## config.mk

```make
export PLATFORM = sky130hd
export DESIGN_NAME = pls_port_lookup
export DESIGN_NICKNAME = d
export VERILOG_FILES = /design/src/pls_pkg.sv /design/src/pls_port_lookup.sv /design/src/pls_addr_map.sv /design/src/pls_apb_regs.sv
export SDC_FILE = /design/constraint.sdc
export NUM_CORES = 1
export LEC_CHECK = 0
export ABC_AREA = 1
export BUFFER_PORTS_ARGS = -buffer_cell sky130_fd_sc_hd__buf_4
export CORE_UTILIZATION = 63
export DETAILED_ROUTE_END_ITERATION = 6
export PLACE_DENSITY = 0.88
export SETUP_SLACK_MARGIN = 0.2
export SLEW_MARGIN = 10
export SYNTH_ARGS = -nofsm -noshare
export SYNTH_HDL_FRONTEND = slang
export SYNTH_SLANG_ARGS = --single-unit
```

## constraint.sdc

```tcl
create_clock -name clk -period 14.8 [get_ports clk]
set_input_delay 4.44 -clock clk [delete_from_list [all_inputs] [get_ports clk]]
set_output_delay 4.44 -clock clk [all_outputs]
set_load 0.05 [all_outputs]
```

## src/pls_pkg.sv

```systemverilog
/*
  pls_pkg: constants for the port lookup block (traffic memory layout,
  register offsets, port description fields, timing).
  assumes: 16-bit traffic memory words, 20-bit byte addresses.
*/
package pls_pkg;
  // traffic memory address width (1 MB byte space)
  localparam int unsigned TMA_W            = 20;
  // table starts
  localparam logic [19:0] LOGICAL_TBL_BASE = 20'h00000;
  localparam logic [19:0] DEV_TBL_BASE_M1  = 20'h04000;
  localparam logic [19:0] DEV_TBL_BASE_M2  = 20'h02000;
  // index field of a table word in modes 2..4
  localparam int unsigned PIDX_HI          = 11;
  localparam int unsigned PIDX_W           = 12;
  // record is four words, index shifted by three bytes-wise
  localparam int unsigned REC_SHIFT        = 3;
  localparam int unsigned REC_WORDS        = 4;
  localparam logic [1:0]  REC_W_DESC       = 2'h0;
  localparam logic [1:0]  REC_W_REPORT     = 2'h1;
  localparam logic [1:0]  REC_W_ACK        = 2'h2;
  localparam logic [1:0]  REC_W_CHECK      = 2'h3;
  // port description field positions
  localparam int unsigned PD_FCODE_HI      = 15;
  localparam int unsigned PD_FCODE_LO      = 12;
  localparam int unsigned PD_SRC_BIT       = 11;
  localparam int unsigned PD_SINK_BIT      = 10;
  // apb register offsets
  localparam logic [11:0] REG_CTRL         = 12'h000;
  localparam logic [11:0] REG_REC_BASE     = 12'h004;
  localparam logic [11:0] REG_DATA_BASE    = 12'h008;
  localparam logic [11:0] REG_FORCE_BASE   = 12'h00c;
  localparam logic [11:0] REG_STATUS       = 12'h010;
  localparam logic [11:0] REG_REC_ADDR     = 12'h014;
  localparam logic [11:0] REG_DATA_ADDR    = 12'h018;
  localparam logic [11:0] REG_FORCE_ADDR   = 12'h01c;
  localparam logic [11:0] REG_DESC         = 12'h020;
  localparam logic [11:0] REG_ACK          = 12'h024;
  // control field positions and reset values
  localparam int unsigned CTRL_MODE_LO     = 0;
  localparam int unsigned CTRL_LD_BIT      = 4;
  localparam logic [2:0]  MODE_RST         = 3'h0;
  localparam logic [19:0] REC_BASE_RST     = 20'h0c000;
  localparam logic [19:0] DATA_BASE_RST    = 20'h04000;
  localparam logic [19:0] FORCE_BASE_RST   = 20'h08000;
  // telegram report encodings (one per diagnosis style)
  localparam logic [3:0]  RPT_STD_OK       = 4'h0;
  localparam logic [3:0]  RPT_LD_OK        = 4'h8;
  // memory access latency allowance is handshake based: no timing count
  typedef enum logic [1:0] {PLS_SRC_PASSIVE, PLS_SRC_ACTIVE,
                            PLS_SINK_PASSIVE, PLS_SINK_ACTIVE} pls_role_e;
endpackage

```

## src/pls_port_lookup.sv

```systemverilog
/*
  pls_port_lookup: master frame port lookup. reads the port index table,
  derives record, data and force addresses, reads the port description
  and checks function code and source/sink role.
  assumes: a simple traffic memory port with req/ack handshake, word
  addresses are byte addresses with bit 0 ignored by the memory.
*/
// Added by the designer: the placing of the registers and register access over APB.
// Behaviour
// RULE_01: modes 2-4: index is bits 11..0
// RULE_02: host writes zero to bits 15..12
// RULE_03: logical index table at address zero
// RULE_04: device table at 04000 or 02000
// RULE_05: derive record, data, force addresses
// RULE_06: record address is base plus index<<3
// RULE_07: record spans four 16-bit words
// RULE_08: words: description, report, acknowledge, check
// RULE_09: report encoding follows line diagnosis bit
// RULE_10: set acknowledge bits on successful transfer
// RULE_11: description word is only ever read
// RULE_12: read description after every selected frame
// RULE_13: mismatched function code ignores the frame
// RULE_14: no function code check in event arbitration
// RULE_15: source flag set means active source
// RULE_16: index zero means unused address
// RULE_17: active sink needs sink set, source clear
// RULE_18: two data, two force addresses per port
`timescale 1ns/100ps
`default_nettype none
module pls_port_lookup
  import pls_pkg::*;
(
  // clock and reset
  input  wire logic        clk,
  input  wire logic        rst,
  // apb register bus
  input  wire logic        psel,
  input  wire logic        penable,
  input  wire logic        pwrite,
  input  wire logic [11:0] paddr,
  input  wire logic [31:0] pwdata,
  output logic      [31:0] prdata,
  output logic             pready,
  output logic             pslverr,
  // received master frame
  input  wire logic        mf_valid,
  input  wire logic [15:0] master_frame_word,
  input  wire logic        mf_device,
  input  wire logic        event_arb,
  // transfer completion from the data path
  input  wire logic        xfer_done,
  input  wire logic        xfer_ok,
  // traffic memory port
  output logic             tm_req,
  output logic             tm_we,
  output logic      [19:0] tm_addr,
  output logic      [15:0] tm_wdata,
  input  wire logic        tm_ack,
  input  wire logic [15:0] tm_rdata,
  // lookup result
  output logic             port_hit,
  output logic             port_miss,
  output logic      [1:0]  port_role
);
  // lookup steps, one state each
  typedef enum logic [2:0] {S_IDLE, S_PIT, S_DESC, S_DECIDE, S_WAIT,
                            S_ACKW} pls_state_e;
  // all lookup state, kept in one register
  typedef struct packed {
    pls_state_e  state;
    logic [15:0] mf;
    logic        dev;
    logic        evt;
    logic [11:0] pidx;
    logic [15:0] desc;
    logic        hit;
    logic        miss;
    logic [1:0]  role;
    logic [15:0] ack;
    logic [3:0]  report;
    logic        page;
  } pls_core_s;
  pls_core_s   st_r;        // registered state
  pls_core_s   st_nxt;      // next state

  // control values from the register file, derived addresses and status
  logic [2:0]  mode;        // memory_config_mode
  logic        line_diag_enable;
  logic [19:0] rec_base;
  logic [19:0] data_base;
  logic [19:0] force_base;
  logic [19:0] rec_addr;    // port_control_record start
  logic [19:0] data_addr0;
  logic [19:0] data_addr1;
  logic [19:0] force_addr0;
  logic [19:0] force_addr1;
  logic        force_valid;
  logic [19:0] pit_addr;    // table word address for this frame
  logic [31:0] status;        // lookup status for software
  logic [19:0] data_addr_pg;  // data address, current page
  logic [19:0] force_addr_pg; // force address, zero if none

  ////////////////////////////////////////////////////////////////////
  // table word address from the frame's port address;
  // the device table sits higher in mode 1 only
  function automatic logic [19:0] table_base(input logic dev,
                                             input logic [2:0] m);
    if (!dev) begin
      table_base = LOGICAL_TBL_BASE;  // see RULE_03
    end else if (m == 3'h1) begin
      table_base = DEV_TBL_BASE_M1;   // see RULE_04
    end else begin
      table_base = DEV_TBL_BASE_M2;   // see RULE_04
    end
  endfunction

  // modes 0/1 pack two byte indexes; modes 2-4 one word per index
  always_comb begin
    if (mode >= 3'h2) begin
      pit_addr = table_base(st_r.dev, mode) + {7'h0, st_r.mf[11:0], 1'b0};
    end else begin
      // odd indexes share a word with even ones
      pit_addr = table_base(st_r.dev, mode) + {8'h0, st_r.mf[11:1], 1'b0};
    end
  end

  ////////////////////////////////////////////////////////////////////
  // main lookup state machine
  always_comb begin
    st_nxt      = st_r;
    st_nxt.hit  = 1'b0;
    st_nxt.miss = 1'b0;
    // memory port idles low
    tm_req      = 1'b0;
    tm_we       = 1'b0;
    tm_addr     = 20'h0;
    tm_wdata    = 16'h0;
    case (st_r.state)
      S_IDLE: begin
        // accept a new frame only when idle
        if (mf_valid) begin
          st_nxt.mf    = master_frame_word;
          st_nxt.dev   = mf_device;
          st_nxt.evt   = event_arb;
          st_nxt.state = S_PIT;
        end
      end
      S_PIT: begin
        // request stands until the memory answers
        tm_req  = 1'b1;
        tm_addr = pit_addr;
        if (tm_ack) begin
          if (mode >= 3'h2) begin
            // top four bits are ignored
            st_nxt.pidx = tm_rdata[PIDX_HI:0];            // see RULE_01
          end else if (st_r.mf[0]) begin
            st_nxt.pidx = {4'h0, tm_rdata[15:8]};
          end else begin
            st_nxt.pidx = {4'h0, tm_rdata[7:0]};
          end
          st_nxt.state = S_DECIDE;
        end
      end
      S_DECIDE: begin
        // index zero is the unused slot: drop the frame
        if (st_r.pidx == 12'h000) begin                  // see RULE_16
          st_nxt.miss  = 1'b1;
          st_nxt.state = S_IDLE;
        end else begin
          st_nxt.state = S_DESC;
        end
      end
      S_DESC: begin
        // description is read, never written  (see RULE_11, RULE_12)
        tm_req  = 1'b1;
        tm_addr = rec_addr + {17'h0, REC_W_DESC, 1'b0};   // see RULE_08
        if (tm_ack) begin
          st_nxt.desc = tm_rdata;
          // event arbitration skips the compare
          if (!st_r.evt &&
              tm_rdata[PD_FCODE_HI:PD_FCODE_LO] != st_r.mf[15:12]) begin
            st_nxt.miss  = 1'b1;                          // see RULE_13
            st_nxt.state = S_IDLE;
          end else begin
            st_nxt.hit   = 1'b1;                          // see RULE_14
            // source flag wins over sink flag
            if (tm_rdata[PD_SRC_BIT]) begin
              st_nxt.role = PLS_SRC_ACTIVE;               // see RULE_15
            end else if (tm_rdata[PD_SINK_BIT]) begin
              st_nxt.role = PLS_SINK_ACTIVE;              // see RULE_17
            end else begin
              st_nxt.role = PLS_SRC_PASSIVE;
            end
            st_nxt.state = S_WAIT;
          end
        end
      end
      S_WAIT: begin
        // data path reports completion; a failure leaves acks alone.
        // limitation: new frames are refused until then
        if (xfer_done) begin
          st_nxt.report = line_diag_enable ? RPT_LD_OK : RPT_STD_OK; // see RULE_09
          if (xfer_ok) begin
            st_nxt.ack   = st_r.ack | 16'h0001;           // see RULE_10
            st_nxt.page  = ~st_r.page;
            st_nxt.state = S_ACKW;
          end else begin
            st_nxt.state = S_IDLE;
          end
        end
      end
      S_ACKW: begin
        // acknowledge word is word 2 of the four-word record  (see RULE_07)
        tm_req   = 1'b1;
        tm_we    = 1'b1;
        // only bit 0 is set; software clears it
        tm_addr  = rec_addr + {17'h0, REC_W_ACK, 1'b0};
        tm_wdata = st_r.ack;
        if (tm_ack) begin
          st_nxt.state = S_IDLE;
        end
      end
      default: begin
        // unused codes fall back to idle
        st_nxt.state = S_IDLE;
      end
    endcase
  end

  ////////////////////////////////////////////////////////////////////
  // state register; sync reset clears outputs
  always_ff @(posedge clk) begin
    if (rst) begin
      st_r <= '0;
    end else begin
      st_r <= st_nxt;
    end
  end

  ////////////////////////////////////////////////////////////////////
  // results come straight from flip-flops
  assign port_hit  = st_r.hit;
  assign port_miss = st_r.miss;
  assign port_role = st_r.role;
  // status: report, page, role, index
  assign status    = {8'h0, st_r.report, 1'b0, st_r.page, st_r.role,
                      4'h0, st_r.pidx};

  // current page picks the shown addresses
  always_comb begin
    if (st_r.page) begin
      data_addr_pg  = data_addr1;
      force_addr_pg = force_addr1;
    end else begin
      data_addr_pg  = data_addr0;
      force_addr_pg = force_addr0;
    end
    // device ports have no force table  (see RULE_05)
    if (!force_valid) begin
      force_addr_pg = 20'h0;
    end
  end

  ////////////////////////////////////////////////////////////////////
  // address evaluation  (see RULE_05)
  // pure logic: follows the stored index
  pls_addr_map u_map (
    .port_index  (st_r.pidx),
    .rec_base    (rec_base),
    .data_base   (data_base),
    .force_base  (force_base),
    .logical     (~st_r.dev),
    .rec_addr    (rec_addr),
    .data_addr0  (data_addr0),
    .data_addr1  (data_addr1),
    .force_addr0 (force_addr0),
    .force_addr1 (force_addr1),
    .force_valid (force_valid)
  );

  // registers
  pls_apb_regs u_regs (
    .clk              (clk),
    .rst              (rst),
    .psel             (psel),
    .penable          (penable),
    .pwrite           (pwrite),
    .paddr            (paddr),
    .pwdata           (pwdata),
    .prdata           (prdata),
    .pready           (pready),
    .pslverr          (pslverr),
    .mode             (mode),
    .line_diag_enable (line_diag_enable),
    .rec_base         (rec_base),
    .data_base        (data_base),
    .force_base       (force_base),
    .status           (status),
    .rec_addr         (rec_addr),
    .data_addr        (data_addr_pg),
    .force_addr       (force_addr_pg),
    .desc             (st_r.desc),
    .ack              (st_r.ack)
  );
endmodule
`default_nettype wire

```

## src/pls_addr_map.sv

```systemverilog
/*
  pls_addr_map: combinational address evaluation from a port index.
  assumes: index already extracted; bases come from registers.
*/
`timescale 1ns/100ps
`default_nettype none
module pls_addr_map
  import pls_pkg::*;
(
  // index and bases
  input  wire logic [11:0] port_index,
  input  wire logic [19:0] rec_base,
  input  wire logic [19:0] data_base,
  input  wire logic [19:0] force_base,
  input  wire logic        logical,
  // derived addresses
  output logic      [19:0] rec_addr,
  output logic      [19:0] data_addr0,
  output logic      [19:0] data_addr1,
  output logic      [19:0] force_addr0,
  output logic      [19:0] force_addr1,
  output logic             force_valid
);
  logic [19:0] map0;  // mapped offset, page 0
  logic [19:0] map1;  // mapped offset, page 1

  // record address: index times eight plus base  (see RULE_06)
  assign rec_addr    = rec_base + {5'h00, port_index, 3'h0};
  // page offsets: 32-byte slot per index, page 1 one slot (32 bytes) above page 0
  assign map0        = {3'h0, port_index, 5'h00} + 20'h000d8 - 20'h001e0;
  assign map1        = map0 + 20'h00020;
  // data and force addresses per page  (see RULE_18)
  assign data_addr0  = data_base + map0;
  assign data_addr1  = data_base + map1;
  assign force_addr0 = force_base + map0;
  assign force_addr1 = force_base + map1;
  // force table only exists for logical ports  (see RULE_05)
  assign force_valid = logical;
endmodule
`default_nettype wire

```

## src/pls_apb_regs.sv

```systemverilog
/*
  pls_apb_regs: apb slave holding control registers and showing status.
  assumes: zero wait-state apb master, 32-bit data.
*/
`timescale 1ns/100ps
`default_nettype none
module pls_apb_regs
  import pls_pkg::*;
(
  // clock and reset
  input  wire logic        clk,
  input  wire logic        rst,
  // apb
  input  wire logic        psel,
  input  wire logic        penable,
  input  wire logic        pwrite,
  input  wire logic [11:0] paddr,
  input  wire logic [31:0] pwdata,
  output logic      [31:0] prdata,
  output logic             pready,
  output logic             pslverr,
  // control out
  output logic      [2:0]  mode,
  output logic             line_diag_enable,
  output logic      [19:0] rec_base,
  output logic      [19:0] data_base,
  output logic      [19:0] force_base,
  // status in
  input  wire logic [31:0] status,
  input  wire logic [19:0] rec_addr,
  input  wire logic [19:0] data_addr,
  input  wire logic [19:0] force_addr,
  input  wire logic [15:0] desc,
  input  wire logic [15:0] ack
);
  typedef struct packed {
    logic [2:0]  mode;
    logic        ld;
    logic [19:0] rb;
    logic [19:0] db;
    logic [19:0] fb;
  } pls_regs_s;
  pls_regs_s st_r;    // registered state
  pls_regs_s st_nxt;  // next state
  logic      wr;      // write strobe

  assign wr      = psel & penable & pwrite;
  assign pready  = 1'b1;
  assign pslverr = 1'b0;

  // register writes
  always_comb begin
    st_nxt = st_r;
    if (wr && paddr == REG_CTRL) begin
      st_nxt.mode = pwdata[CTRL_MODE_LO +: 3];
      st_nxt.ld   = pwdata[CTRL_LD_BIT];
    end else if (wr && paddr == REG_REC_BASE) begin
      st_nxt.rb = pwdata[19:0];
    end else if (wr && paddr == REG_DATA_BASE) begin
      st_nxt.db = pwdata[19:0];
    end else if (wr && paddr == REG_FORCE_BASE) begin
      st_nxt.fb = pwdata[19:0];
    end
  end

  // state register, synchronous reset
  always_ff @(posedge clk) begin
    if (rst) begin
      st_r <= '{mode: MODE_RST, ld: 1'b0, rb: REC_BASE_RST,
                db: DATA_BASE_RST, fb: FORCE_BASE_RST};
    end else begin
      st_r <= st_nxt;
    end
  end

  // read mux; unmapped reads give zero
  always_comb begin
    if (paddr == REG_CTRL) begin
      prdata = {27'h0, st_r.ld, 1'b0, st_r.mode};
    end else if (paddr == REG_REC_BASE) begin
      prdata = {12'h0, st_r.rb};
    end else if (paddr == REG_DATA_BASE) begin
      prdata = {12'h0, st_r.db};
    end else if (paddr == REG_FORCE_BASE) begin
      prdata = {12'h0, st_r.fb};
    end else if (paddr == REG_STATUS) begin
      prdata = status;
    end else if (paddr == REG_REC_ADDR) begin
      prdata = {12'h0, rec_addr};
    end else if (paddr == REG_DATA_ADDR) begin
      prdata = {12'h0, data_addr};
    end else if (paddr == REG_FORCE_ADDR) begin
      prdata = {12'h0, force_addr};
    end else if (paddr == REG_DESC) begin
      prdata = {16'h0, desc};
    end else if (paddr == REG_ACK) begin
      prdata = {16'h0, ack};
    end else begin
      prdata = 32'h0;
    end
  end

  assign mode             = st_r.mode;
  assign line_diag_enable = st_r.ld;
  assign rec_base         = st_r.rb;
  assign data_base        = st_r.db;
  assign force_base       = st_r.fb;
endmodule
`default_nettype wire

```

# ---- After elaboration in Yosys (flattened, before gate mapping)
# Index checks and enable logic that the tools add are counted.
# W data, S select, Z words.
dict set report word_totals {
  register_bits 123
  latchBits 0
  ramBits 0
  mem_bits_ro 0
  inputBits 87
  out_inout_bits 76
  elab_cells 122
  mem_count 0
}
dict set report classes {
  add_sub_neg 11
  mul 0
  div 0
  magnitude_cmp 1
  n_eq_ne 21
  shifts 0
  mux 42
  bitwise_logic 9
  reduce_logical 21
}
# cell count
set op_table {}
lappend op_table {{$mux W32} 8}
lappend op_table {{$mux W20} 6}
lappend op_table {{$add A20 B20 Y20} 4}
lappend op_table {{$pmux W20 S3} 1}
lappend op_table {{$eq A12 B5 Y1 const B} 4}
lappend op_table {{$mux W15} 2}
lappend op_table {{$eq A12 B4 Y1 const B} 2}
lappend op_table {{$eq A12 B6 Y1 const B} 2}
lappend op_table {{$logic_not A12 Y1} 2}
lappend op_table {{$mux W21} 1}
lappend op_table {{$mux W3} 7}
lappend op_table {{$add A20 B12 Y20} 1}
lappend op_table {{$add A20 B13 Y20} 1}
lappend op_table {{$add A20 B15 Y20} 1}
lappend op_table {{$add A20 B3 Y20 const B} 1}
lappend op_table {{$add A20 B6 Y20 const B} 1}
lappend op_table {{$sub A20 B9 Y20 const B} 1}
lappend op_table {{$add A17 B8 Y18 const B} 1}
lappend op_table {{$pmux W3 S6} 1}
lappend op_table {{$mux W16} 1}
lappend op_table {{$eq A12 B3 Y1 const B} 1}
lappend op_table {{$mux W12} 1}
lappend op_table {{$ne A2 B2 Y1 const B} 5}
lappend op_table {{$reduce_and A2 Y1} 5}
lappend op_table {{19 further kinds} 45}

# ---- Longest topological paths before layout
# Gate-level depths: netlist of the first run.
dict set report depth {
  depth_word 14
  mapped_depth 30
  ltp_nobuf 30
}

# ---- Modules after synthesis
# From an unflattened synthesis of the first run, not the netlist that was laid out.
dict set report unflattened {
  hier_cells 2058
  hier_area_um2 12369.4
}
# module n_inst cells_each area_each_um2 seq_area_each_um2
set by_module_without_submodules {}
lappend by_module_without_submodules {pls_apb_regs 1 722 4406.7 1281.2}
lappend by_module_without_submodules {pls_addr_map 1 724 4290.4 0.0}
lappend by_module_without_submodules {pls_port_lookup 1 612 3672.3 1121.1}

# ---- Worst setup path before layout of the first run
# Ideal clock, no wire load.
dict set report synth_path {
  kind {input to output}
  start {input port paddr[1]}
  end {output port prdata[10]}
  t_arrival_ps 6943
  required_ps 10360
  path_slack_ps 3417
  path_stages 12
  path_buffers 1
  path_cell_list {nor2_1 inv_1 nor3_1 inv_1 nor2_1 inv_1 nor2_1 inv_1 clkbuf_1 o211ai_1 a21oi_1 a211oi_1}
}
dict set report synth_via {
  elab_chain_cells 10
  elab_cells_between_ends 18
  classes_between {8 x eq/ne; 9 x mux; 1 x reduce/logical}
}
# element line
set synth_lines {}
lappend synth_lines {{start: declaration} pls_port_lookup.sv:40} ;# input wire logic [11:0] paddr,
lappend synth_lines {{$eq A12 B6 Y1} pls_apb_regs.sv:94} ;# end else if (paddr == REG_DESC) begin
lappend synth_lines {{$mux W16} pls_apb_regs.sv:94}
lappend synth_lines {{$mux W32} pls_apb_regs.sv:92} ;# end else if (paddr == REG_FORCE_ADDR) begin
lappend synth_lines {{$mux W32} pls_apb_regs.sv:90} ;# end else if (paddr == REG_DATA_ADDR) begin
lappend synth_lines {{$mux W32} pls_apb_regs.sv:88} ;# end else if (paddr == REG_REC_ADDR) begin
lappend synth_lines {{$mux W32} pls_apb_regs.sv:86} ;# end else if (paddr == REG_STATUS) begin
lappend synth_lines {{$mux W32} pls_apb_regs.sv:84} ;# end else if (paddr == REG_FORCE_BASE) begin
lappend synth_lines {{$mux W32} pls_apb_regs.sv:82} ;# end else if (paddr == REG_DATA_BASE) begin
lappend synth_lines {{$mux W32} pls_apb_regs.sv:80} ;# end else if (paddr == REG_REC_BASE) begin
lappend synth_lines {{$mux W32 (*)} pls_apb_regs.sv:78} ;# if (paddr == REG_CTRL) begin
lappend synth_lines {{end: declaration} pls_port_lookup.sv:42} ;# output logic [31:0] prdata,
# Mark *: on every way between the ends. The rest lies on a longest branch, timed or not.

# ---- Final worst setup path of the first run
dict set report layout_path {
  start {input port paddr[1]}
  end {output port prdata[2]}
}
# Same word-level chain as after synthesis.

==> results by group, run 1 <==
Cells and area
  • Area added between synthesis and finish: 14.37%
  • Util after Layout: between 70 and 80%
  • Total of fill cells in the finished design: about 1200
  • Nets@finish: between 1500 and 2000
  • # diodes: 0
  • Fraction of layout cells with a size suffix above 1: roughly 13%

STA
  • Final max-slew violation count: 0
  • Relative max-transition margin: between 20 and 25%
  • Final number of hold-violating endpoints: 0
  • Smallest hold slack: between 0.4 and 0.5 ns
  • Maximum clock frequency: approximately 0.08 GHz
  • Fraction of the cycle the final worst path needs: a little over four fifths
  • Crit path setup slack, layout: 2.423 ns
  • Setup clock skew after layout: 0.004979 ns
  • Setup repair after global routing missed its margin: false
  • Setup violators final: 0
  • Sum of negative setup slack: 0 ns
  • Worst-margin pin slew: 1.195 ns
  • Post-layout minimum cycle time: between 10 and 15 ns

Route
  • Antenna Nets Post-Route: 0
  • Routed wire per std cell: 17.60 um
  • Length of the first detailed-routing pass in iterations: 6
  • Iteration-0 DRC count of the detailed router: 1220
  • Number of remaining DRC errors: 0
  • Routed via count: between 10000 and 15000
  • Per-cell via count in the routed design: around 6.0
  • Wire length after detailed routing: approximately 32000 um

GRT
  • Number of global-route vias before repair: 9611
  • Largest net degree at the start of global routing: 88
  • Antenna violations before repair: 0
  • Global-route wire length before repair: between 40000 and 50000 um
  • Overflow left after global routing: 0
  • Global router's overall resource usage: 39.94%

Pwr
  • Leakage power summed over all cells: roughly 4.9 nW
  • Peak supply drop: around 0.08 mV
  • Power density over the cells: 97.50 nW/um^2

Setup path
  • Most common cell type on the critical path: sky130_fd_sc_hd__inv_1
  • Cell type group with the largest total delay on the critical path: buffers and inverters
  • Number of buffers and inverters on the critical path: 7
  • Delay contributed by the slowest stage of the critical path: a little under 0.8 ns
  • Required arrival time at the worst endpoint: about 10 ns
  • Signal arrival time at the worst endpoint: between 7 and 8 ns
  • Crit Path Class: in -> out
  • Critical path cell sequence: buf_4 > nor2_1 > inv_1 > nor3_1 > inv_1 > nor2_1 > inv_1 > nor2_1 > clkinv_1 > nand2_1 > inv_1 > o221ai_1 > o21ai_0 > o21ai_0 > buf_4
  • Slowest-stage cell, CP: sky130_fd_sc_hd__clkinv_1
  • Setup crit end kind: primary output
  • CP startpoint kind: input pin
  • Maximum fanout along the worst path: 27

Run status
  • Outcome: finished clean

Floorplanning
  • Floorplan row count: between 40 and 50
  • Die X-Extent: 126.0 um
  • Initial core utilization: between 60% and 70%
  • Placeable core area: about 15000 um^2
  • Die extent in y: about 130 um
  • Number of placed I/O pins: roughly 160
  • Overall die area: 15880 um^2

CTS
  • Max clock buf depth: 2
  • Clock transition time at the flip-flop clock pins of the worst setup and hold paths: ~0.060 ns
  • Root buffer cell: sky130_fd_sc_hd__clkbuf_16
  • # clock sinks: 120
  • Clk Latency, worst-skew pair: around 0.42 ns
  • TritonCTS clock tree: done
  • Number of buffers inserted to repair setup after CTS: 0
  • Hold buffer count at cts: 0
  • Post-CTS Resized: 0
  • Number of buffers inserted during clock tree synthesis: 17
  • H-tree levels: 4

Yosys
  • Area of the mapped netlist: between 9000 and 10000 um^2
  • Share of synthesized area occupied by flip-flops and latches: 24.79%
  • Syn_area_per_cell: roughly 6.4 um^2
  • Synth Register Bits: 120
  • Post-synth cell types: 56
  • Count of yosys warnings during synthesis: 0
  • Number of cells produced by synthesis: roughly 1500

Placement
  • Global placer's final weighted congestion: 0.9753
  • Pre-CTS setup slack: 2.659 ns
  • Half-perimeter wire length after detailed placement: 24400 um
  • I/O Buffers: between 100 and 150

Flow run
  • Max_cap viols: 0

Worst hold path
  • Type of the most critical hold path: reg -> reg
[worst register-to-register path, cell delays in order, from the launching register on]
cell and delay [ns]:
sky130_fd_sc_hd__dfxtp_1 0.42, sky130_fd_sc_hd__nand2_1 0.13, sky130_fd_sc_hd__nor2_1 0.38, sky130_fd_sc_hd__inv_1 0.31, sky130_fd_sc_hd__nor2_1 0.75, sky130_fd_sc_hd__inv_1 0.29
sky130_fd_sc_hd__nor2_1 0.29, sky130_fd_sc_hd__nand2_1 0.09, sky130_fd_sc_hd__a21oi_1 0.14
[synth_stat cells (all sizes together)]
cell / count / area share [%]
nor2: 126 / 5.4
nor4: 3 / 0.19
o21ai: 209 / 11
o21a: 1 / 0.077
o21bai: 2 / 0.15
o31ai: 2 / 0.15
o22ai: 1 / 0.065
a22oi: 2 / 0.15
clkbuf: 49 / 2.0
clkinv: 6 / 0.23
nand4: 15 / 1.0
nand2: 238 / 9.6
o2111ai: 5 / 0.45
nand3b: 1 / 0.077
conb: 2 / 0.077
buf: 36 / 2.8
a31o: 1 / 0.090
fa: 1 / 0.21
and2: 1 / 0.065
a21o: 5 / 0.39
o211ai: 37 / 2.9
dfxtp: 120 / 25
nand2b: 1 / 0.065
a21boi: 1 / 0.077
nor3: 19 / 1.1
ha: 47 / 6.1
nand3: 97 / 5.4
o221ai: 11 / 0.99
xnor2: 16 / 1.4
a211oi: 2 / 0.15
dlygate4sd1: 1 / 0.090
o221a: 1 / 0.12
xor2: 23 / 2.1
a221oi: 5 / 0.45
inv: 220 / 8.5
or2: 7 / 0.45
a31oi: 24 / 1.5
a21oi: 185 / 9.6
[state kept, by name, summed over array words and instances (netlist names)]
signal,count
u_regs.line_diag_enable,1
port_role,2
u_regs.rec_base,20
u_regs.mode,3
st_r,52
port_miss,1
u_regs.data_base,20
u_regs.force_base,20
port_hit,1
[worst paths after layout]
check        startpoint        end  slack (ns)  depth (start not counted)
min            st_r[69]   st_r[69]        0.46                          2
max            paddr[1]  prdata[2]        2.42                         15
max reg2reg    st_r[71]   st_r[49]       11.95                          8
min reg2reg    st_r[69]   st_r[69]        0.46                          2
[through the flow]
stage	std cells	power [mW]	area (um^2)
floorplan	1549	0.5914	9789
global placement	1774	0.6602	10500
detailed placement	1774	0.6660	10500
CTS	1806	1.072	11080
global route	1806	1.128	11080
finish	1806	1.081	11080
[cell families after synthesis]
logic type               count (synthesis)  synth area share [%]
AND/OR/NAND/NOR                        508                 23.48
AO/OA/AOI/OAI                          494                 28.17
buffers and inverters                  312                 13.68
flip-flops                             120                 24.79
adder cells (fa/ha/maj)                 48                 6.274
XOR/XNOR                                39                 3.524
other                                    2               0.07749
[layout by cell type, fill, tap and decap left out, types with 23 or more instances in the layout]
cell / count
sky130_fd_sc_hd__nand2_1: 228
sky130_fd_sc_hd__inv_1: 212
sky130_fd_sc_hd__nand3_1: 92
sky130_fd_sc_hd__buf_4: 127
sky130_fd_sc_hd__nor2_1: 114
sky130_fd_sc_hd__conb_1: 28
sky130_fd_sc_hd__o211ai_1: 37
sky130_fd_sc_hd__dfxtp_1: 120
sky130_fd_sc_hd__ha_1: 47
sky130_fd_sc_hd__o21ai_0: 198
sky130_fd_sc_hd__a21oi_1: 183
sky130_fd_sc_hd__a31oi_1: 24
sky130_fd_sc_hd__xor2_1: 23
[cell type report]
| class | instances | area [um^2] | share of cell area [%] |
|---|---|---|---|
| multi-input combinational | 1117 | 6061 | 54.68 |
| sequential | 120 | 2402 | 21.67 |
| inverter | 226 | 848.3 | 7.653 |
| clock buffer | 20 | 446.7 | 4.030 |
| clock inverter | 12 | 142.6 | 1.287 |
| timing repair buffer | 127 | 953.4 | 8.601 |
| tap | 184 | 230.2 | 2.077 |
[metal layers]
| layer | track usage, % | vias up | wire (um) |
|---|---|---|---|
| met2 | 59.70 | 653 | 13450 |
| met5 | 0 | - | 0 |
| li1 | - | 5278 | - |
| met1 | 52.72 | 4855 | 12850 |
| met3 | 9.813 | 104 | 3745 |
| met4 | 22.11 | 0 | 1731 |
[report_power, final]
| group | switching [mW] | internal (mW) |
|---|---|---|
| logic | 0.215 | 0.104 |
| clock network | 0.159 | 0.254 |
| registers | 0.0136 | 0.335 |
No activity file was read; power rests on OpenSTA's default activity.
==> inputs of run 2 (changes only) <==
--- a/config.mk
+++ b/config.mk
@@ -7,9 +7,9 @@
 export LEC_CHECK = 0
 export ABC_AREA = 1
 export BUFFER_PORTS_ARGS = -buffer_cell sky130_fd_sc_hd__buf_4
-export CORE_UTILIZATION = 63
+export CORE_UTILIZATION = 52
 export DETAILED_ROUTE_END_ITERATION = 6
-export PLACE_DENSITY = 0.88
+export PLACE_DENSITY = 0.78
 export SETUP_SLACK_MARGIN = 0.2
 export SLEW_MARGIN = 10
 export SYNTH_ARGS = -nofsm -noshare
==> constraint.sdc (replaced) <==
create_clock -name clk -period 10.9 [get_ports clk]
set_input_delay 3.27 -clock clk [delete_from_list [all_inputs] [get_ports clk]]
set_output_delay 3.27 -clock clk [all_outputs]
set_load 0.05 [all_outputs]
==> results by group, run 2 (synthesis gave the netlist of run 1 again) <==
Route
  • Antenna Nets Post-Route: 0
  • Wire length after detailed routing: between 30000 and 40000 um
  • Length of the first detailed-routing pass in iterations: 7
  • Number of remaining DRC errors: 8
  • Routed wire per std cell: roughly 17 um
  • Iteration-0 DRC count of the detailed router: ~940
  • Routed via count: approximately 11000
  • Per-cell via count in the routed design: between 5 and 6

Setup path
  • R2R depth: 8
  • Required arrival time at the worst endpoint: ~7.6 ns
  • Setup crit end kind: primary output
  • Launch instance of the worst register-to-register path: st_r[71]
  • Signal arrival time at the worst endpoint: between 6 and 7 ns
  • Maximum fanout along the worst path: 13
  • Worst R2R End: st_r[49]
  • CP startpoint kind: input pin
  • Flop2flop setup slack: 8.07 ns
  • Crit Path Class: in -> out

Placement
  • Half-perimeter wire length after detailed placement: around 25000 um
  • Global placer's final weighted congestion: between 0.9 and 1
  • I/O Buffers: approximately 120

Floorplanning
  • Floorplan row count: 49
  • Overall die area: 19190 um^2
  • Die extent in y: between 100 and 150 um
  • Die X-Extent: between 100 and 150 um
  • Placeable core area: approximately 18000 um^2
  • Number of placed I/O pins: about 160
  • Initial core utilization: 53.59%

Worst hold path
  • Min-delay src: st_r[68]
  • Endpoint of the worst hold-timing path: st_r[68]
  • Number of stages on the worst hold path: 2
  • Type of the most critical hold path: reg -> reg

Pwr
  • Switching power: ~520 uW
  • Peak supply drop: roughly 0.079 mV
  • Share of power burned in the clock network: just under 40%
  • Switching power share of the total: between 30% and 40%
  • Portion of total power attributed to sequential cells: a little under a third
  • Part of the power in combinational logic: about 29%
  • P_int: slightly below 1 mW
  • Leakage power summed over all cells: between 4 and 5 nW
  • Power density over the cells: between 100 and 150 nW/um^2

GRT
  • Antenna violations before repair: 0
  • Number of global-route vias before repair: 9734
  • Largest net degree at the start of global routing: 89
  • Global router's overall resource usage: 33.98%
  • Global-route wire length before repair: 50920 um
  • Overflow left after global routing: 0

CTS
  • Clk Latency, worst-skew pair: about 0.43 ns
  • Root buffer cell: sky130_fd_sc_hd__clkbuf_16
  • Clock transition time at the flip-flop clock pins of the worst setup and hold paths: roughly 0.06 ns
  • Number of buffers inserted to repair setup after CTS: 0
  • Post-CTS Resized: 0
  • H-tree levels: 4
  • Max clock buf depth: 2
  • Number of buffers inserted during clock tree synthesis: 17
  • Hold buffer count at cts: 0
  • TritonCTS clock tree: done
  • # clock sinks: 120

Cells and area
  • Commonest non-fill, non-tap cells in the layout: sky130_fd_sc_hd__nand2_1 (228), sky130_fd_sc_hd__inv_1 (212), sky130_fd_sc_hd__o21ai_0 (198), sky130_fd_sc_hd__a21oi_1 (183), sky130_fd_sc_hd__buf_4 (134)
  • # diodes: 0
  • Number of flip-flops in the largest register: 52
  • Fraction of layout cells with a size suffix above 1: 12.89%
  • Nets@finish: roughly 1800
  • Register bank with the most flops: st_r
  • Total of fill cells in the finished design: around 1700
  • Area added between synthesis and finish: 15.69%
  • Most common cell after layout, fill and taps aside: sky130_fd_sc_hd__nand2_1

STA
  • Final max-slew violation count: 0
  • Setup violators final: 0
  • Setup clock skew after layout: between 0.005 and 0.006 ns
  • Sum of negative setup slack: 0 ns
  • Relative max-transition margin: slightly below 30%
  • Setup repair after global routing missed its margin: false
  • Worst-margin pin slew: between 1 and 1.5 ns
  • Post-layout minimum cycle time: slightly below 10 ns
  • Fraction of the cycle the final worst path needs: 88.08%
  • Smallest hold slack: 0.4582 ns
  • Final number of hold-violating endpoints: 0
  • Maximum clock frequency: 0.1042 GHz

Flow run
  • Max_cap viols: 0

Run status
  • Violated checks: DRC
  • Outcome: complete, but fails checks
[run 2: final cells by class]
cell class                 instances  area [um^2]  area share [%]
clock buffer                      22        464.2           4.140
clock inverter                    10        143.9           1.283
inverter                         226        848.3           7.566
multi-input combinational       1117         6061           54.06
sequential                       120         2402           21.43
tap                              229        286.5           2.556
timing repair buffer             134         1006           8.972
[run 2: metal layers]
layer / GRT usage (%) / up-vias / wire [um]
met5: 0 / - / 0
met4: 16.97 / 0 / 1603
met3: 8.209 / 93 / 3277
met2: 52.26 / 583 / 13920
met1: 44.41 / 4843 / 13710
li1: - / 5279 / -
[run 2: stage by stage]
stage | power (mW) | setup slack (ns) | cells | utilization, % | cell area (um^2)
2_1_floorplan | 0.8029 | 1.857 | 1549 | - | 9789
6_report | 1.491 | 1.300 | 1858 | 61.99 | 11210
3_3_place_gp | 0.9003 | 1.560 | 1826 | 58.63 | 10600
4_1_cts | 1.481 | 1.430 | 1858 | 61.99 | 11210
5_1_grt | 1.557 | 1.038 | 1858 | 61.99 | 11210
3_5_place_dp | 0.9075 | 1.523 | 1826 | 58.63 | 10600
[run 2: worst max path at each step]
stage,startpoint,end,slack (ns),cells after the start
2_1_floorplan,paddr[1],prdata[10],1.86,12
3_3_place_gp,paddr[1],prdata[8],1.56,13
3_5_place_dp,paddr[1],prdata[6],1.52,13
4_1_cts,paddr[1],prdata[2],1.43,15
5_1_grt,paddr[1],prdata[6],1.04,13
6_report,paddr[1],prdata[2],1.30,15
[run 2: critical path: stages]
cell                       delay, ns
sky130_fd_sc_hd__buf_4          0.11
sky130_fd_sc_hd__nor2_1         0.15
sky130_fd_sc_hd__inv_1          0.09
sky130_fd_sc_hd__nor3_1         0.26
sky130_fd_sc_hd__inv_1          0.09
sky130_fd_sc_hd__nor2_1         0.21
sky130_fd_sc_hd__inv_1          0.10
sky130_fd_sc_hd__nor2_1         0.46
sky130_fd_sc_hd__clkinv_1       0.49
sky130_fd_sc_hd__nand2_1        0.30
sky130_fd_sc_hd__inv_1          0.17
sky130_fd_sc_hd__o221ai_1       0.10
sky130_fd_sc_hd__o21ai_0        0.12
sky130_fd_sc_hd__o21ai_0        0.15
sky130_fd_sc_hd__buf_4          0.26
[run 2: power groups by stage]
stage / clock network (mW) / registers [mW] / logic [mW]
after floorplan: 0 / 0.475 / 0.328
after global placement: 0 / 0.482 / 0.418
after detailed placement: 0 / 0.483 / 0.425
after CTS: 0.580 / 0.473 / 0.428
after global routing: 0.601 / 0.475 / 0.481
final: 0.581 / 0.474 / 0.435
==> inputs of run 3 (changes only) <==
--- a/config.mk
+++ b/config.mk
@@ -9,9 +9,11 @@
 export BUFFER_PORTS_ARGS = -buffer_cell sky130_fd_sc_hd__buf_4
 export CORE_UTILIZATION = 52
 export DETAILED_ROUTE_END_ITERATION = 6
+export GPL_TIMING_DRIVEN = 0
 export PLACE_DENSITY = 0.78
 export SETUP_SLACK_MARGIN = 0.2
 export SLEW_MARGIN = 10
 export SYNTH_ARGS = -nofsm -noshare
 export SYNTH_HDL_FRONTEND = slang
 export SYNTH_SLANG_ARGS = --single-unit
+export TNS_END_PERCENT = 50
==> results by group, run 3 (synthesis gave the netlist of run 1 again) <==
STA
  • Worst-margin pin slew: 0.8813 ns
  • Post-layout minimum cycle time: about 9.4 ns
  • Setup clock skew after layout: 0.007278 ns
  • Crit path setup slack, layout: around 1.5 ns
  • Sum of negative setup slack: 0 ns
  • Fraction of the cycle the final worst path needs: between 80% and 90%
  • Smallest hold slack: ~0.46 ns
  • Final max-slew violation count: 0
  • Setup repair after global routing missed its margin: false
  • Relative max-transition margin: between 40% and 50%
  • Setup violators final: 0
  • Final number of hold-violating endpoints: 0
  • Maximum clock frequency: 0.1058 GHz

Cells and area
  • Number of non-filler instances in the completed layout: roughly 1900
  • Fraction of layout cells with a size suffix above 1: 13.68%
  • Area taken by multi-input logic gates: a little over 6000 um^2
  • Register bank with the most flops: st_r
  • Most common cell after layout, fill and taps aside: sky130_fd_sc_hd__nand2_1
  • Util after Layout: around 64%
  • Commonest non-fill, non-tap cells in the layout: sky130_fd_sc_hd__nand2_1 (228), sky130_fd_sc_hd__inv_1 (213), sky130_fd_sc_hd__o21ai_0 (198), sky130_fd_sc_hd__a21oi_1 (183), sky130_fd_sc_hd__buf_4 (153)
  • Register Area: roughly 2400 um^2
  • Area added between synthesis and finish: 19.84%
  • # diodes: 0
  • Number of flip-flops in the largest register: 52
  • Total of fill cells in the finished design: approximately 1700
  • Nets@finish: around 1800

Floorplanning
  • Die X-Extent: about 140 um
  • Die extent in y: 138.5 um
  • Initial core utilization: between 50 and 60%
  • Placeable core area: ~18000 um^2
  • Overall die area: 19190 um^2
  • Number of placed I/O pins: 163
  • Floorplan row count: 49

GRT
  • Overflow left after global routing: 0
  • Antenna violations before repair: 0
  • Largest net degree at the start of global routing: 17
  • Global-route wire length before repair: between 50000 and 60000 um
  • Number of global-route vias before repair: between 10000 and 15000
  • Global router's overall resource usage: 37.83%

Route
  • Per-cell via count in the routed design: roughly 5.8
  • Routed via count: 11280
  • Antenna Nets Post-Route: 0
  • Number of remaining DRC errors: 8
  • Length of the first detailed-routing pass in iterations: 7
  • Wire length after detailed routing: roughly 37000 um
  • Routed wire per std cell: approximately 19 um
  • Iteration-0 DRC count of the detailed router: approximately 1100

Setup path
  • Delay contributed by the slowest stage of the critical path: 0.49 ns
  • CP Launch Point: paddr[1]
  • Setup crit end kind: primary output
  • Critical path cell sequence: buf_4 > nor2_1 > inv_1 > nor3_1 > inv_1 > nor2_1 > inv_1 > nor2_1 > clkinv_1 > nand2_1 > inv_1 > o221ai_1 > o21ai_0 > o21ai_0 > buf_4
  • Launch instance of the worst register-to-register path: st_r[42]
  • Signal arrival time at the worst endpoint: ~6 ns
  • CP startpoint kind: input pin
  • Crit Path Class: in -> out
  • Slowest-stage cell, CP: sky130_fd_sc_hd__clkinv_1
  • Most common cell type on the critical path: sky130_fd_sc_hd__inv_1
  • Required arrival time at the worst endpoint: around 7.6 ns
  • Maximum fanout along the worst path: 9

CTS
  • Max clock buf depth: 2
  • Clock transition time at the flip-flop clock pins of the worst setup and hold paths: 0.05 ns
  • Clk Latency, worst-skew pair: 0.43 ns
  • TritonCTS clock tree: done
  • Hold buffer count at cts: 0
  • H-tree levels: 4
  • Number of buffers inserted during clock tree synthesis: 17
  • Root buffer cell: sky130_fd_sc_hd__clkbuf_16
  • Post-CTS Resized: 0
  • # clock sinks: 120
  • Number of buffers inserted to repair setup after CTS: 0

Pwr
  • Power density over the cells: between 100 and 150 nW/um^2
  • Leakage power summed over all cells: 5.202 nW
  • Peak supply drop: ~0.11 mV

Worst hold path
  • Min-delay src: st_r[66]
  • Type of the most critical hold path: reg -> reg

Flow run
  • Max_cap viols: 0

Placement
  • Number of instances in the placed design: 1900
  • Half-perimeter wire length after detailed placement: approximately 30000 um
  • Pre-CTS setup slack: 1.627 ns
  • Global placer's final weighted congestion: 0.9932
  • I/O Buffers: 122

Run status
  • Violated checks: DRC
  • Outcome: complete, but fails checks
-- run 3: layer usage --
layer	vias up	track usage [%]	wire length (um)	share of wire (%)
li1	5439	-	-	-
met1	5154	49.15	14690	40
met2	595	60.75	16240	44
met3	94	6.339	3944	11
met4	0	18.75	1654	4.5
met5	-	0	0	0
-- run 3: worst paths after layout --
kind,cells past startpoint,slack [ns],end
worst max-delay path,15,1.45,prdata[2]
worst max register to register,7,8.57,st_r[72]
worst min-delay path,2,0.46,st_r[66]
worst min register to register,2,0.46,st_r[66]
-- run 3: layout make-up --
type	count	share of cell area [%]
Buffer	86	4.115
Timing Repair Buffer	122	7.885
Sequential cell	120	20.68
Clock buffer	21	3.878
Multi-Input combinational cell	1117	52.18
Inverter	226	7.304
Clock inverter	11	1.487
Tap cell	229	2.467
-- run 3: report_power, final --
part	switching, mW	total [mW]	leakage (nW)	internal (mW)
Clock	0.214	0.602	0.289	0.388
Sequential	0.0176	0.473	0.972	0.455
Combinational	0.305	0.456	3.94	0.151
Total	0.537	1.53	5.20	0.995
-- run 3: stage by stage --
| stage | total power [mW] | cell area (um^2) |
|---|---|---|
| floorplan | 0.8029 | 9789 |
| global placement | 0.9214 | 10990 |
| detailed placement | 0.9270 | 10990 |
| CTS | 1.519 | 11610 |
| global route | 1.594 | 11610 |
| finish | 1.532 | 11610 |
-- run 3: critical path, delay by kind of cell --
family | cells | cell delay, ns
and+or+nand+nor | 5 | 1.28
AOI/OAI and AO/OA | 3 | 0.35
buffers and inverters | 7 | 1.26
